`config.mk`:
```
export PLATFORM = sky130hd
export DESIGN_NAME = dsrb_status_bank
export DESIGN_NICKNAME = d
export VERILOG_FILES = /design/src/dsrb_pkg.sv /design/src/dsrb_mem_if.sv /design/src/dsrb_status_bank.sv /design/src/dsrb_payload_mem.sv
export SDC_FILE = /design/constraint.sdc
export NUM_CORES = 1
export LEC_CHECK = 0
export BUFFER_PORTS_ARGS = -buffer_cell sky130_fd_sc_hd__buf_2
export CAP_MARGIN = 30
export CORE_ASPECT_RATIO = 0.8
export CORE_MARGIN = 4
export CORE_UTILIZATION = 52
export CTS_CLUSTER_SIZE = 20
export DETAILED_ROUTE_END_ITERATION = 8
export PLACE_DENSITY = 0.76
export SLEW_MARGIN = 20
export SYNTH_ARGS = -nofsm -noshare
export SYNTH_HDL_FRONTEND = slang
export SYNTH_SLANG_ARGS = --single-unit
export TNS_END_PERCENT = 30
```
`constraint.sdc`:
```
create_clock -name clk_i -period 1.6 [get_ports clk_i]
set_clock_uncertainty 0.1 [all_clocks]
set_input_delay 0.24 -clock clk_i [delete_from_list [all_inputs] [get_ports clk_i]]
set_output_delay 0.24 -clock clk_i [all_outputs]
set_load 0.01 [all_outputs]
```
`src/dsrb_pkg.sv`:
```
// shared constants for the converter status readback bank
package dsrb_pkg;
  localparam int unsigned CHANNELS     = 8;            // audio channels
  localparam int unsigned ADDR_W       = 8;            // control port address
  localparam int unsigned DATA_W       = 8;            // control port data
  localparam int unsigned PAYLOAD_AW   = 5;            // payload byte select
  localparam int unsigned PAYLOAD_N    = 32;           // payload bytes held
  localparam int unsigned COEFF_W      = 24;           // coefficient width
  localparam int unsigned SRC_W        = 40;           // source word width
  localparam int unsigned DOP_W        = 4;            // dop valid flags

  // byte addresses of the readback registers
  localparam logic [7:0] OFF_SRC_FLAGS   = 8'hea;      // 40 bits, 0xea..0xee
  localparam logic [7:0] OFF_SRC_LAST    = 8'hee;
  localparam logic [7:0] OFF_RATIO       = 8'hef;
  localparam logic [7:0] OFF_GPIO        = 8'hf0;
  localparam logic [7:0] OFF_VOL_FLOOR   = 8'hf1;
  localparam logic [7:0] OFF_SIL_MUTE    = 8'hf2;
  localparam logic [7:0] OFF_RAMP_UP     = 8'hf3;
  localparam logic [7:0] OFF_RAMP_DN     = 8'hf4;
  localparam logic [7:0] OFF_IN_FORMAT   = 8'hf5;
  localparam logic [7:0] OFF_COEFF       = 8'hf6;      // 24 bits, 0xf6..0xf8
  localparam logic [7:0] OFF_COEFF_LAST  = 8'hf8;
  localparam logic [7:0] OFF_PAYLOAD     = 8'hfb;

  // field positions inside the source word
  localparam int unsigned SRC_VOL_LSB    = 0;
  localparam int unsigned SRC_MUTE_LSB   = 8;
  localparam int unsigned SRC_RAMP_LSB   = 16;
  localparam int unsigned SRC_DOP_BIT    = 24;
  localparam int unsigned SRC_CLKMON_BIT = 25;
  localparam int unsigned SRC_TDM_BIT    = 29;
  localparam int unsigned SRC_SEL_LSB    = 30;

  // field positions inside the input format and ratio status bytes
  localparam int unsigned FMT_SPDIF_BIT  = 7;
  localparam int unsigned FMT_TDM_BIT    = 6;
  localparam int unsigned FMT_DOP_LSB    = 2;
  localparam int unsigned FMT_SEL_LSB    = 0;
  localparam int unsigned RATIO_BIT      = 7;

  localparam logic [7:0] VOL_ZERO        = 8'h00;      // volume at minimum
  localparam logic [7:0] RDATA_RST       = 8'h00;      // read data at reset
endpackage

```
`src/dsrb_mem_if.sv`:
```
// payload memory port between the bank and its byte store
`timescale 1ns/1ps
`default_nettype none
interface dsrb_mem_if;
  import dsrb_pkg::*;
  logic                  wr_en;     // store one payload byte
  logic [PAYLOAD_AW-1:0] wr_addr;   // byte index written
  logic [7:0]            wr_data;   // byte written
  logic [PAYLOAD_AW-1:0] rd_addr;   // byte index read
  logic [7:0]            rd_data;   // registered read byte
  modport bank (output wr_en, output wr_addr, output wr_data,
                output rd_addr, input rd_data);
  modport mem  (input wr_en, input wr_addr, input wr_data,
                input rd_addr, output rd_data);
endinterface
`default_nettype wire

```
`src/dsrb_status_bank.sv`:
```
// read-only status and interrupt source register bank
`timescale 1ns/1ps
`default_nettype none
module dsrb_status_bank
  import dsrb_pkg::*;
(
  input  wire logic                    clk_i,
  input  wire logic                    nrst_i,
  // control port, byte wide
  input  wire logic                    rd_i,
  input  wire logic                    wr_i,
  input  wire logic [ADDR_W-1:0]       addr_i,
  input  wire logic [DATA_W-1:0]       wdata_i,
  output logic      [DATA_W-1:0]       rdata_o,
  output logic                         rvalid_o,
  // live status from the datapath
  input  wire logic [CHANNELS*8-1:0]   vol_level_i,
  input  wire logic [CHANNELS-1:0]     automute_active_i,
  input  wire logic [CHANNELS-1:0]     ramp_up_done_i,
  input  wire logic [CHANNELS-1:0]     ramp_down_done_i,
  input  wire logic [DOP_W-1:0]        dop_valid_i,
  input  wire logic                    spdif_valid_i,
  input  wire logic                    tdm_data_valid_i,
  input  wire logic                    bck_valid_i,
  input  wire logic                    ws_valid_i,
  input  wire logic                    asynchronous_lock_i,
  input  wire logic [2:0]              monitor_en_i,
  input  wire logic [1:0]              auto_source_choice_i,
  input  wire logic                    ratio_valid_i,
  input  wire logic [CHANNELS-1:0]     gpio_i,
  input  wire logic [COEFF_W-1:0]      coeff_i,
  // payload capture and host byte select
  input  wire logic                    payload_we_i,
  input  wire logic [PAYLOAD_AW-1:0]   payload_idx_i,
  input  wire logic [7:0]              payload_byte_i,
  input  wire logic [PAYLOAD_AW-1:0]   payload_sel_i,
  // live source word toward the interrupt latch
  output logic      [SRC_W-1:0]        src_flags_o
);
  // whole state of the bank except the payload store
  typedef struct packed {
    logic [CHANNELS-1:0] vol_min;     // volume zero per channel
    logic [CHANNELS-1:0] mute;        // automute per channel
    logic [CHANNELS-1:0] ramp_up;     // ramped up per channel
    logic [CHANNELS-1:0] ramp_dn;     // ramped down per channel
    logic [DOP_W-1:0]    dop;         // dop valid flags
    logic                spdif_ok;    // s/pdif valid
    logic                tdm_ok;      // tdm data valid
    logic                clkmon_ok;   // serial clock monitor flag
    logic [1:0]          auto_sel;    // auto source choice
    logic                ratio_ok;    // clock ratio valid
    logic [CHANNELS-1:0] gpio_meta;   // pin sync stage one
    logic [CHANNELS-1:0] gpio_sync;   // pin sync stage two
    logic [COEFF_W-1:0]  coeff;       // coefficient snapshot
    logic [DATA_W-1:0]   rdata;       // read data flop
    logic                rvalid;      // read answer pulse
    logic [SRC_W-1:0]    src;         // source word flop
  } dsrb_st_t;

  dsrb_st_t            st_reg;      // registered state
  dsrb_st_t            st_next;     // next state
  logic [CHANNELS-1:0] vol_zero;    // per-channel compare
  dsrb_mem_if          mif ();      // payload store port

  // one comparator per channel against the minimum volume code
  for (genvar c = 0; c < CHANNELS; c++) begin : g_volcmp
    assign vol_zero[c] = (vol_level_i[c*8 +: 8] == VOL_ZERO);
  end

  // payload bytes land in the store; the host select picks the read
  assign mif.wr_en   = payload_we_i;
  assign mif.wr_addr = payload_idx_i;
  assign mif.wr_data = payload_byte_i;
  assign mif.rd_addr = payload_sel_i;

  dsrb_payload_mem u_payload (
    .clk_i  (clk_i),
    .nrst_i (nrst_i),
    .port   (mif.mem)
  );

  // sample status, synchronise pins, answer reads
  always_comb begin
    st_next = st_reg;
    // flags are live: nothing here holds a flag once its cause is gone,
    // the sticky copies live in the latch block behind src_flags_o
    st_next.vol_min  = vol_zero;
    st_next.mute     = automute_active_i;
    st_next.ramp_up  = ramp_up_done_i;
    st_next.ramp_dn  = ramp_down_done_i;
    st_next.dop      = dop_valid_i;
    st_next.spdif_ok = spdif_valid_i;
    st_next.tdm_ok   = tdm_data_valid_i;
    // a monitor that is switched off does not spoil the flag
    st_next.clkmon_ok = (bck_valid_i         | ~monitor_en_i[0]) &
                        (ws_valid_i          | ~monitor_en_i[1]) &
                        (asynchronous_lock_i | ~monitor_en_i[2]);
    st_next.auto_sel  = auto_source_choice_i;
    st_next.ratio_ok  = ratio_valid_i;
    // two stages so a pin edge cannot reach the read mux half-settled
    st_next.gpio_meta = gpio_i;
    st_next.gpio_sync = st_reg.gpio_meta;
    st_next.coeff     = coeff_i;
    // source word built here from the freshly sampled flags, so the
    // whole next state comes out of this one process
    st_next.src = '0;
    st_next.src[SRC_VOL_LSB  +: CHANNELS] = st_next.vol_min;
    st_next.src[SRC_MUTE_LSB +: CHANNELS] = st_next.mute;
    st_next.src[SRC_RAMP_LSB +: CHANNELS] =
      st_next.ramp_up | st_next.ramp_dn;
    st_next.src[SRC_DOP_BIT]    = st_next.dop[0];
    st_next.src[SRC_CLKMON_BIT] = st_next.clkmon_ok;
    st_next.src[SRC_TDM_BIT]    = st_next.tdm_ok;
    st_next.src[SRC_SEL_LSB +: 2] = st_next.auto_sel;
    st_next.rvalid    = rd_i;
    if (rd_i) begin
      // reads see the snapshot of the previous cycle, one stable image
      case (addr_i)
        OFF_SRC_FLAGS:     st_next.rdata = st_reg.src[7:0];
        OFF_SRC_FLAGS + 8'h01: st_next.rdata = st_reg.src[15:8];
        OFF_SRC_FLAGS + 8'h02: st_next.rdata = st_reg.src[23:16];
        OFF_SRC_FLAGS + 8'h03: st_next.rdata = st_reg.src[31:24];
        OFF_SRC_LAST:      st_next.rdata = st_reg.src[39:32];
        OFF_RATIO: begin
          st_next.rdata = '0;
          st_next.rdata[RATIO_BIT] = st_reg.ratio_ok;
        end
        OFF_GPIO:      st_next.rdata = st_reg.gpio_sync;
        OFF_VOL_FLOOR: st_next.rdata = st_reg.vol_min;
        OFF_SIL_MUTE:  st_next.rdata = st_reg.mute;
        OFF_RAMP_UP:   st_next.rdata = st_reg.ramp_up;
        OFF_RAMP_DN:   st_next.rdata = st_reg.ramp_dn;
        OFF_IN_FORMAT: begin
          st_next.rdata = '0;
          st_next.rdata[FMT_SPDIF_BIT] = st_reg.spdif_ok;
          st_next.rdata[FMT_TDM_BIT]   = st_reg.tdm_ok;
          st_next.rdata[FMT_DOP_LSB +: DOP_W] = st_reg.dop;
          st_next.rdata[FMT_SEL_LSB +: 2] = st_reg.auto_sel;
        end
        OFF_COEFF:      st_next.rdata = st_reg.coeff[7:0];
        OFF_COEFF + 8'h01: st_next.rdata = st_reg.coeff[15:8];
        OFF_COEFF_LAST: st_next.rdata = st_reg.coeff[23:16];
        OFF_PAYLOAD:    st_next.rdata = mif.rd_data;
        // reserved and foreign addresses read as zero
        default:        st_next.rdata = RDATA_RST;
      endcase
    end
    // wr_i and wdata_i reach no state: every register is read-only
  end

  // state register
  always_ff @(posedge clk_i or negedge nrst_i) begin
    if (!nrst_i) begin
      st_reg <= '0;
    end else begin
      st_reg <= st_next;
    end
  end

  assign rdata_o     = st_reg.rdata;
  assign rvalid_o    = st_reg.rvalid;
  assign src_flags_o = st_reg.src;
endmodule
`default_nettype wire

```
`src/dsrb_payload_mem.sv`:
```
// byte store for the received s/pdif payload, registered read
`timescale 1ns/1ps
`default_nettype none
module dsrb_payload_mem
  import dsrb_pkg::*;
(
  input  wire logic clk_i,
  input  wire logic nrst_i,
  dsrb_mem_if.mem   port
);
  typedef struct packed {
    logic [PAYLOAD_N-1:0][7:0] bytes;  // payload image
    logic [7:0]                rd;     // read data flop
  } dsrb_mem_st_t;

  dsrb_mem_st_t st_reg;
  dsrb_mem_st_t st_next;

  // read first: a same-address collision returns the old byte
  always_comb begin
    st_next = st_reg;
    if (port.wr_en) begin
      st_next.bytes[port.wr_addr] = port.wr_data;
    end
    st_next.rd = st_reg.bytes[port.rd_addr];
  end

  // state register, cleared image after reset
  always_ff @(posedge clk_i or negedge nrst_i) begin
    if (!nrst_i) begin
      st_reg <= '0;
    end else begin
      st_reg <= st_next;
    end
  end

  assign port.rd_data = st_reg.rd;
endmodule
`default_nettype wire

```
---- Word-level counts from Yosys, hierarchy flattened ----
Index checks and enable logic that the tools add are counted.
storage, ports and cells
  flip-flop bits (word level) ............. 383
  output and inout bits ................... 49
  word-level logic and storage cells ...... 90
cells by class
  order comparisons ....................... 3
  equal/unequal tests ..................... 15
  muxes and demuxes ....................... 6
  bitwise logic cells ..................... 9
  reduce and logical (&&, ||, !) cells .... 9
operators with widths
  kind                                                         number
  bitwise mux 256 bit                                          1
  equality test 8 bit (second input constant)                  15
  case mux 8 bit (15 select lines)                             1
  zero test 8 bit                                              8
  binary-select mux 8 bit (select 5 bit)                       1
  demux 8 bit (select 5 bit)                                   1
  2-to-1 mux 8 bit                                             2
  less-than comparator 5 x 6 -> 1 bit (second input constant)  2
  bitwise OR 8 bit                                             1
  >= comparator 5 x 1 -> 1 bit (second input constant)         1
  NOT 1 bit                                                    3
  bitwise OR 1 bit                                             3
  AND 1 bit                                                    2
  logical AND 1 bit                                            1

---- Depth between registers and ports, before layout ----
  word-level depth ........................ 5
  mapped depth ............................ 7

---- Hierarchy ----
Synthesis repeated with hierarchy kept, for this count alone.
unflattened totals
  cells, all modules ...................... 1061
  area, all modules ....................... 16211.8 µm²
by module, submodules not included
  module            instances  cells an instance  area each (µm²)
  dsrb_payload_mem  1          715                11908.9
  dsrb_status_bank  1          346                4302.9

---- Least setup slack after synthesis ----
Ideal clock, no wire load.
  path kind ............................... input port to flip-flop
  start ................................... input port payload_sel_i[0]
  end ..................................... register u_payload.st_reg (netlist bit u_payload.port.rd_data[3])
  library setup time ...................... 119 ps
  arrival time ............................ 1542 ps
  required time ........................... 1381 ps
  path slack .............................. -161 ps
  stages on the path ...................... 6
  buffers on the path ..................... 2
  cell sequence ........................... buf_6 buf_2 mux4_2 mux2i_1 o21ai_1 and2_1
RTL lines
  element               RTL line                RTL
  from (decl)           dsrb_status_bank.sv:36  input wire logic [PAYLOAD_AW-1:0] payload_sel_i,
  to (signal assigned)  dsrb_payload_mem.sv:33  st_reg <= st_next;
  to (decl)             dsrb_payload_mem.sv:16  dsrb_mem_st_t st_reg;

==> impl_metrics.yaml <==
pwr:
  total_power_mw: 24.2
  swShare_pct: 25.1
  p_sw_mw: 6.06
  power_frac_comb_pct: 16.2
  pwr_density_cell_nw_per_um2: 1150
  intPower_mw: 18.1
  total_leakage_power_nw: 9.58
  vdd.ir_drop.worst_mv: 0.692
  seq_power_share_pct: 47.0
  pwr-share-clk_pct: 36.8
sta:
  hold_violations: 0
  fin_crit_ns: 1.73
  relSlewSlack_pct: 49.5
  setup_viol: 11
  rsz0062_at_grt: "true"
  drv_slew: 0
  post-route-period-util_pct: 108
  worst_slew_pin_slew_ns: 0.757
  finalSetupTns_ns: -0.923
  worst_slack_ns: -0.134
  max_freq_mhz: 577
global_route:
  grt_max_degree: 56
  antenna_found_initial: 6
  gr-total-overflow: 0
  grt_pass1_vias: 12000
  track_usage_pct: 27.0
  grt_pass1_wl_um: 71300
routing:
  wire_per_inst_um: 24.8
  wl_met2_um: 22100
  detail-route-antenna-nets: 0
  routed-wl-met3_um: 3890
  viasPerCell: 5.93
  routed_wl_um: 47000
  dr.first_iter.drc_count: 1044
  drc_errors: 0
  topRoutingLayerUsed: "met5"
  drt-met1-wl_um: 19000
  drt-pass1-iter-count: 5
  vias: 11300
synth:
  synth_ff_type: "dfrtp_1"
  seq_area_frac_synth_pct: 56.0
  synth-xor-area-share_pct: 0
  syn-cell-area_um2: 16200
  synth_compound_area_share_pct: 3.86
  synthSimpleGateAreaFrac_pct: 5.81
  synthMuxAreaShare_pct: 29.6
  synth_fa_ha_area_share_pct: 0
  synth_top_family_by_area: "multiplexers"
  ys_types: 61
  synth-async-reset-ratio_pct: 100
  synthCells: 1085
  syn_area_per_cell_um2: 15.0
  synth_warnings: 0
  synth_edf_count: 0
  synth-seq-cells: 363
cells_and_area:
  final_cell_area_um2: 21000
  largest_register_ffs: 256
  drive_gt1_share_pct: 51.8
  num-nets-final: 1630
  area_delta_synth_final_pct: 29.3
  stdcell_count: 1899
floorplanning:
  die_area_um2: 34100
  die_h_um: 166
  rows: 57
  core_area_um2: 30600
  fp.dieW_um: 205
  initial_core_util_pct: 53.0
  pin_count: 223
place:
  placed_cells: 1714
  routabilityCongestion: 0.861
  dpl.hpwl_um: 28900
  io_buffers: 202
  dpl_cell_area_um2: 18400
setup_path:
  crit_path_start_kind: "flip-flop"
  end_kind: "flip-flop"
  ff2ff_path_depth: 4
  cp_data_arrival_time_ns: 2.04
  crit_fanout: 2
  path_cells: "mux4_2 -> a221oi_4 -> o21ai_1 -> and2_1"
  worst_path_max_delay_cell: "mux4_2"
  cp.depth: 4
  required_ns: 1.91
  critPathMaxStageDelay_ns: 0.51
  path_buf_inv: 0
  crit_type: "reg2reg"
  path_delay_family: "multiplexers"
cts:
  clkSinkCount: 363
  cts_root_buf: "clkbuf_16"
  cts_tree: "built"
  clkTransAtPathRegs_ns: 0.08
  h-tree-depth: 2
  max-clock-path-buffers: 3
  cts_buffers: 36
  worstSkewPairLatency_ns: 0.55
min_path:
  whs_path_depth: 4
  hold_class: "in2reg"
status:
  status: "finished, violations left"
  failed_checks: "negative setup slack"
flow_run:
  cap_violations: 0
## power by group through the flow
stage | clock network, mW | logic, mW | registers [mW]
floorplan | 0 | 2.43 | 11.1
finish | 8.91 | 3.91 | 11.4
global placement | 0 | 3.40 | 11.4
global route | 9.47 | 4.20 | 11.5
CTS | 9.00 | 3.82 | 11.3
detailed placement | 0 | 3.53 | 11.5
## cells in the final DEF, fill, tap and decap left out, drive strengths merged, types with 5 or more instances in the layout
cell type    instances
dfrtp              363
buf                322
mux2               258
dlygate4sd3        114
mux4                71
clkbuf              47
nor2                31
mux2i               29
nand2               25
o21ai               20
inv                 17
or4                 16
nor2b               15
conb                11
or2                 11
a221oi              11
and2                10
clkinv              10
o22ai                9
o221ai               8
nand3                6
a22oi                6
nand3b               5
a22o                 5
nor3                 5
## per-stage QoR
step | util [%] | setup WS, ns | hold slack, ns
after floorplan | - | -0.0648 | -0.156
after global placement | 60.3 | -0.657 | 0.0763
after detailed placement | 60.3 | -0.716 | 0.0769
after CTS | 68.3 | -0.134 | 0.0892
after global routing | 68.6 | -0.166 | 0.0887
final | 68.6 | -0.134 | 0.0897
## logic make-up after synthesis
kind of cell / Yosys count
AO/OA/AOI/OAI: 83
flip-flops: 363
other: 1
buffers and inverters: 130
multiplexers: 358
AND/OR/NAND/NOR: 150
## timing repair
action / 4_1_cts / 5_1_grt
gates resized for setup: 12 / 17
hold buffers: 115 / 3
hold endpoints to repair: 450 / 1
pin swaps: 3 / 12
setup endpoints to repair: 10 / 19
setup buffers: 0 / 0
## routing by layer
layer | global-route usage, % | vias to the layer above
met4 | 10.1 | 4
met2 | 42.7 | 568
met1 | 36.9 | 5839
met5 | 0 | -
li1 | - | 4704
met3 | 6.36 | 152
## cell usage after synthesis (3+ instances only)
cell | instances | area, um^2
dfrtp_1 | 363 | 9080
mux2_2 | 257 | 2890
mux4_2 | 69 | 1550
buf_4 | 53 | 398
clkbuf_1 | 35 | 131
mux2i_1 | 29 | 290
buf_2 | 21 | 105
nand2_1 | 18 | 67.6
o21ai_0 | 16 | 80.1
or4_1 | 16 | 120
inv_1 | 14 | 52.6
nor2_1 | 14 | 52.6
nor2b_1 | 14 | 87.6
nor2_2 | 13 | 81.3
and2_1 | 10 | 62.6
or2_2 | 10 | 62.6
o22ai_1 | 9 | 56.3
a221oi_1 | 8 | 70.1
o221ai_1 | 8 | 70.1
nand2_2 | 7 | 43.8
a22oi_1 | 6 | 45.0
nand3_1 | 6 | 30.0
a22o_1 | 5 | 43.8
buf_6 | 5 | 56.3
nand3b_1 | 5 | 37.5
nor3_1 | 5 | 25.0
a211oi_1 | 4 | 30.0
and3_1 | 4 | 25.0
nand2b_1 | 4 | 25.0
nand4_1 | 4 | 25.0
nor2_4 | 4 | 45.0
o21ai_1 | 4 | 20.0
a21oi_1 | 3 | 15.0
a221o_1 | 3 | 30.0
a221oi_2 | 3 | 45.0
nor3b_2 | 3 | 37.5
o211ai_1 | 3 | 22.5
## worst register-to-register path, cell delays in order (launching register included)
cell and delay, ns:
dfrtp_1 0.38, mux4_2 0.51, a221oi_4 0.36, o21ai_1 0.12
and2_1 0.15
## worst paths after layout
check                                                       to                              from  slack, ns
setup / recovery           u_payload.port.rd_data[3]$_DFF_PN0_  u_payload.st_reg[67]$_DFFE_PN0P_      -0.13
hold / removal                           st_reg[124]$_DFF_PN0_                    vol_level_i[9]       0.09
setup reg to reg           u_payload.port.rd_data[3]$_DFF_PN0_  u_payload.st_reg[67]$_DFFE_PN0P_      -0.13
hold reg to reg                           st_reg[73]$_DFF_PN0_             st_next[73]$_DFF_PN0_       0.25
max in group asynchronous            src_flags_o[31]$_DFF_PN0_                            nrst_i       0.56
min in group asynchronous    u_payload.st_reg[262]$_DFFE_PN0P_                            nrst_i       0.12
## cell type report
type | count | area, um^2
Inverter | 14 | 52.6
Antenna cell | 4 | 10.0
Sequential cell | 363 | 9080
Clock buffer | 47 | 1030
Multi-Input combinational cell | 602 | 6550
Fill cell | 1959 | 9610
Clock inverter | 17 | 200
Timing Repair Buffer | 439 | 3540
Tap cell | 413 | 517
No activity file was read; power rests on OpenSTA's default activity.
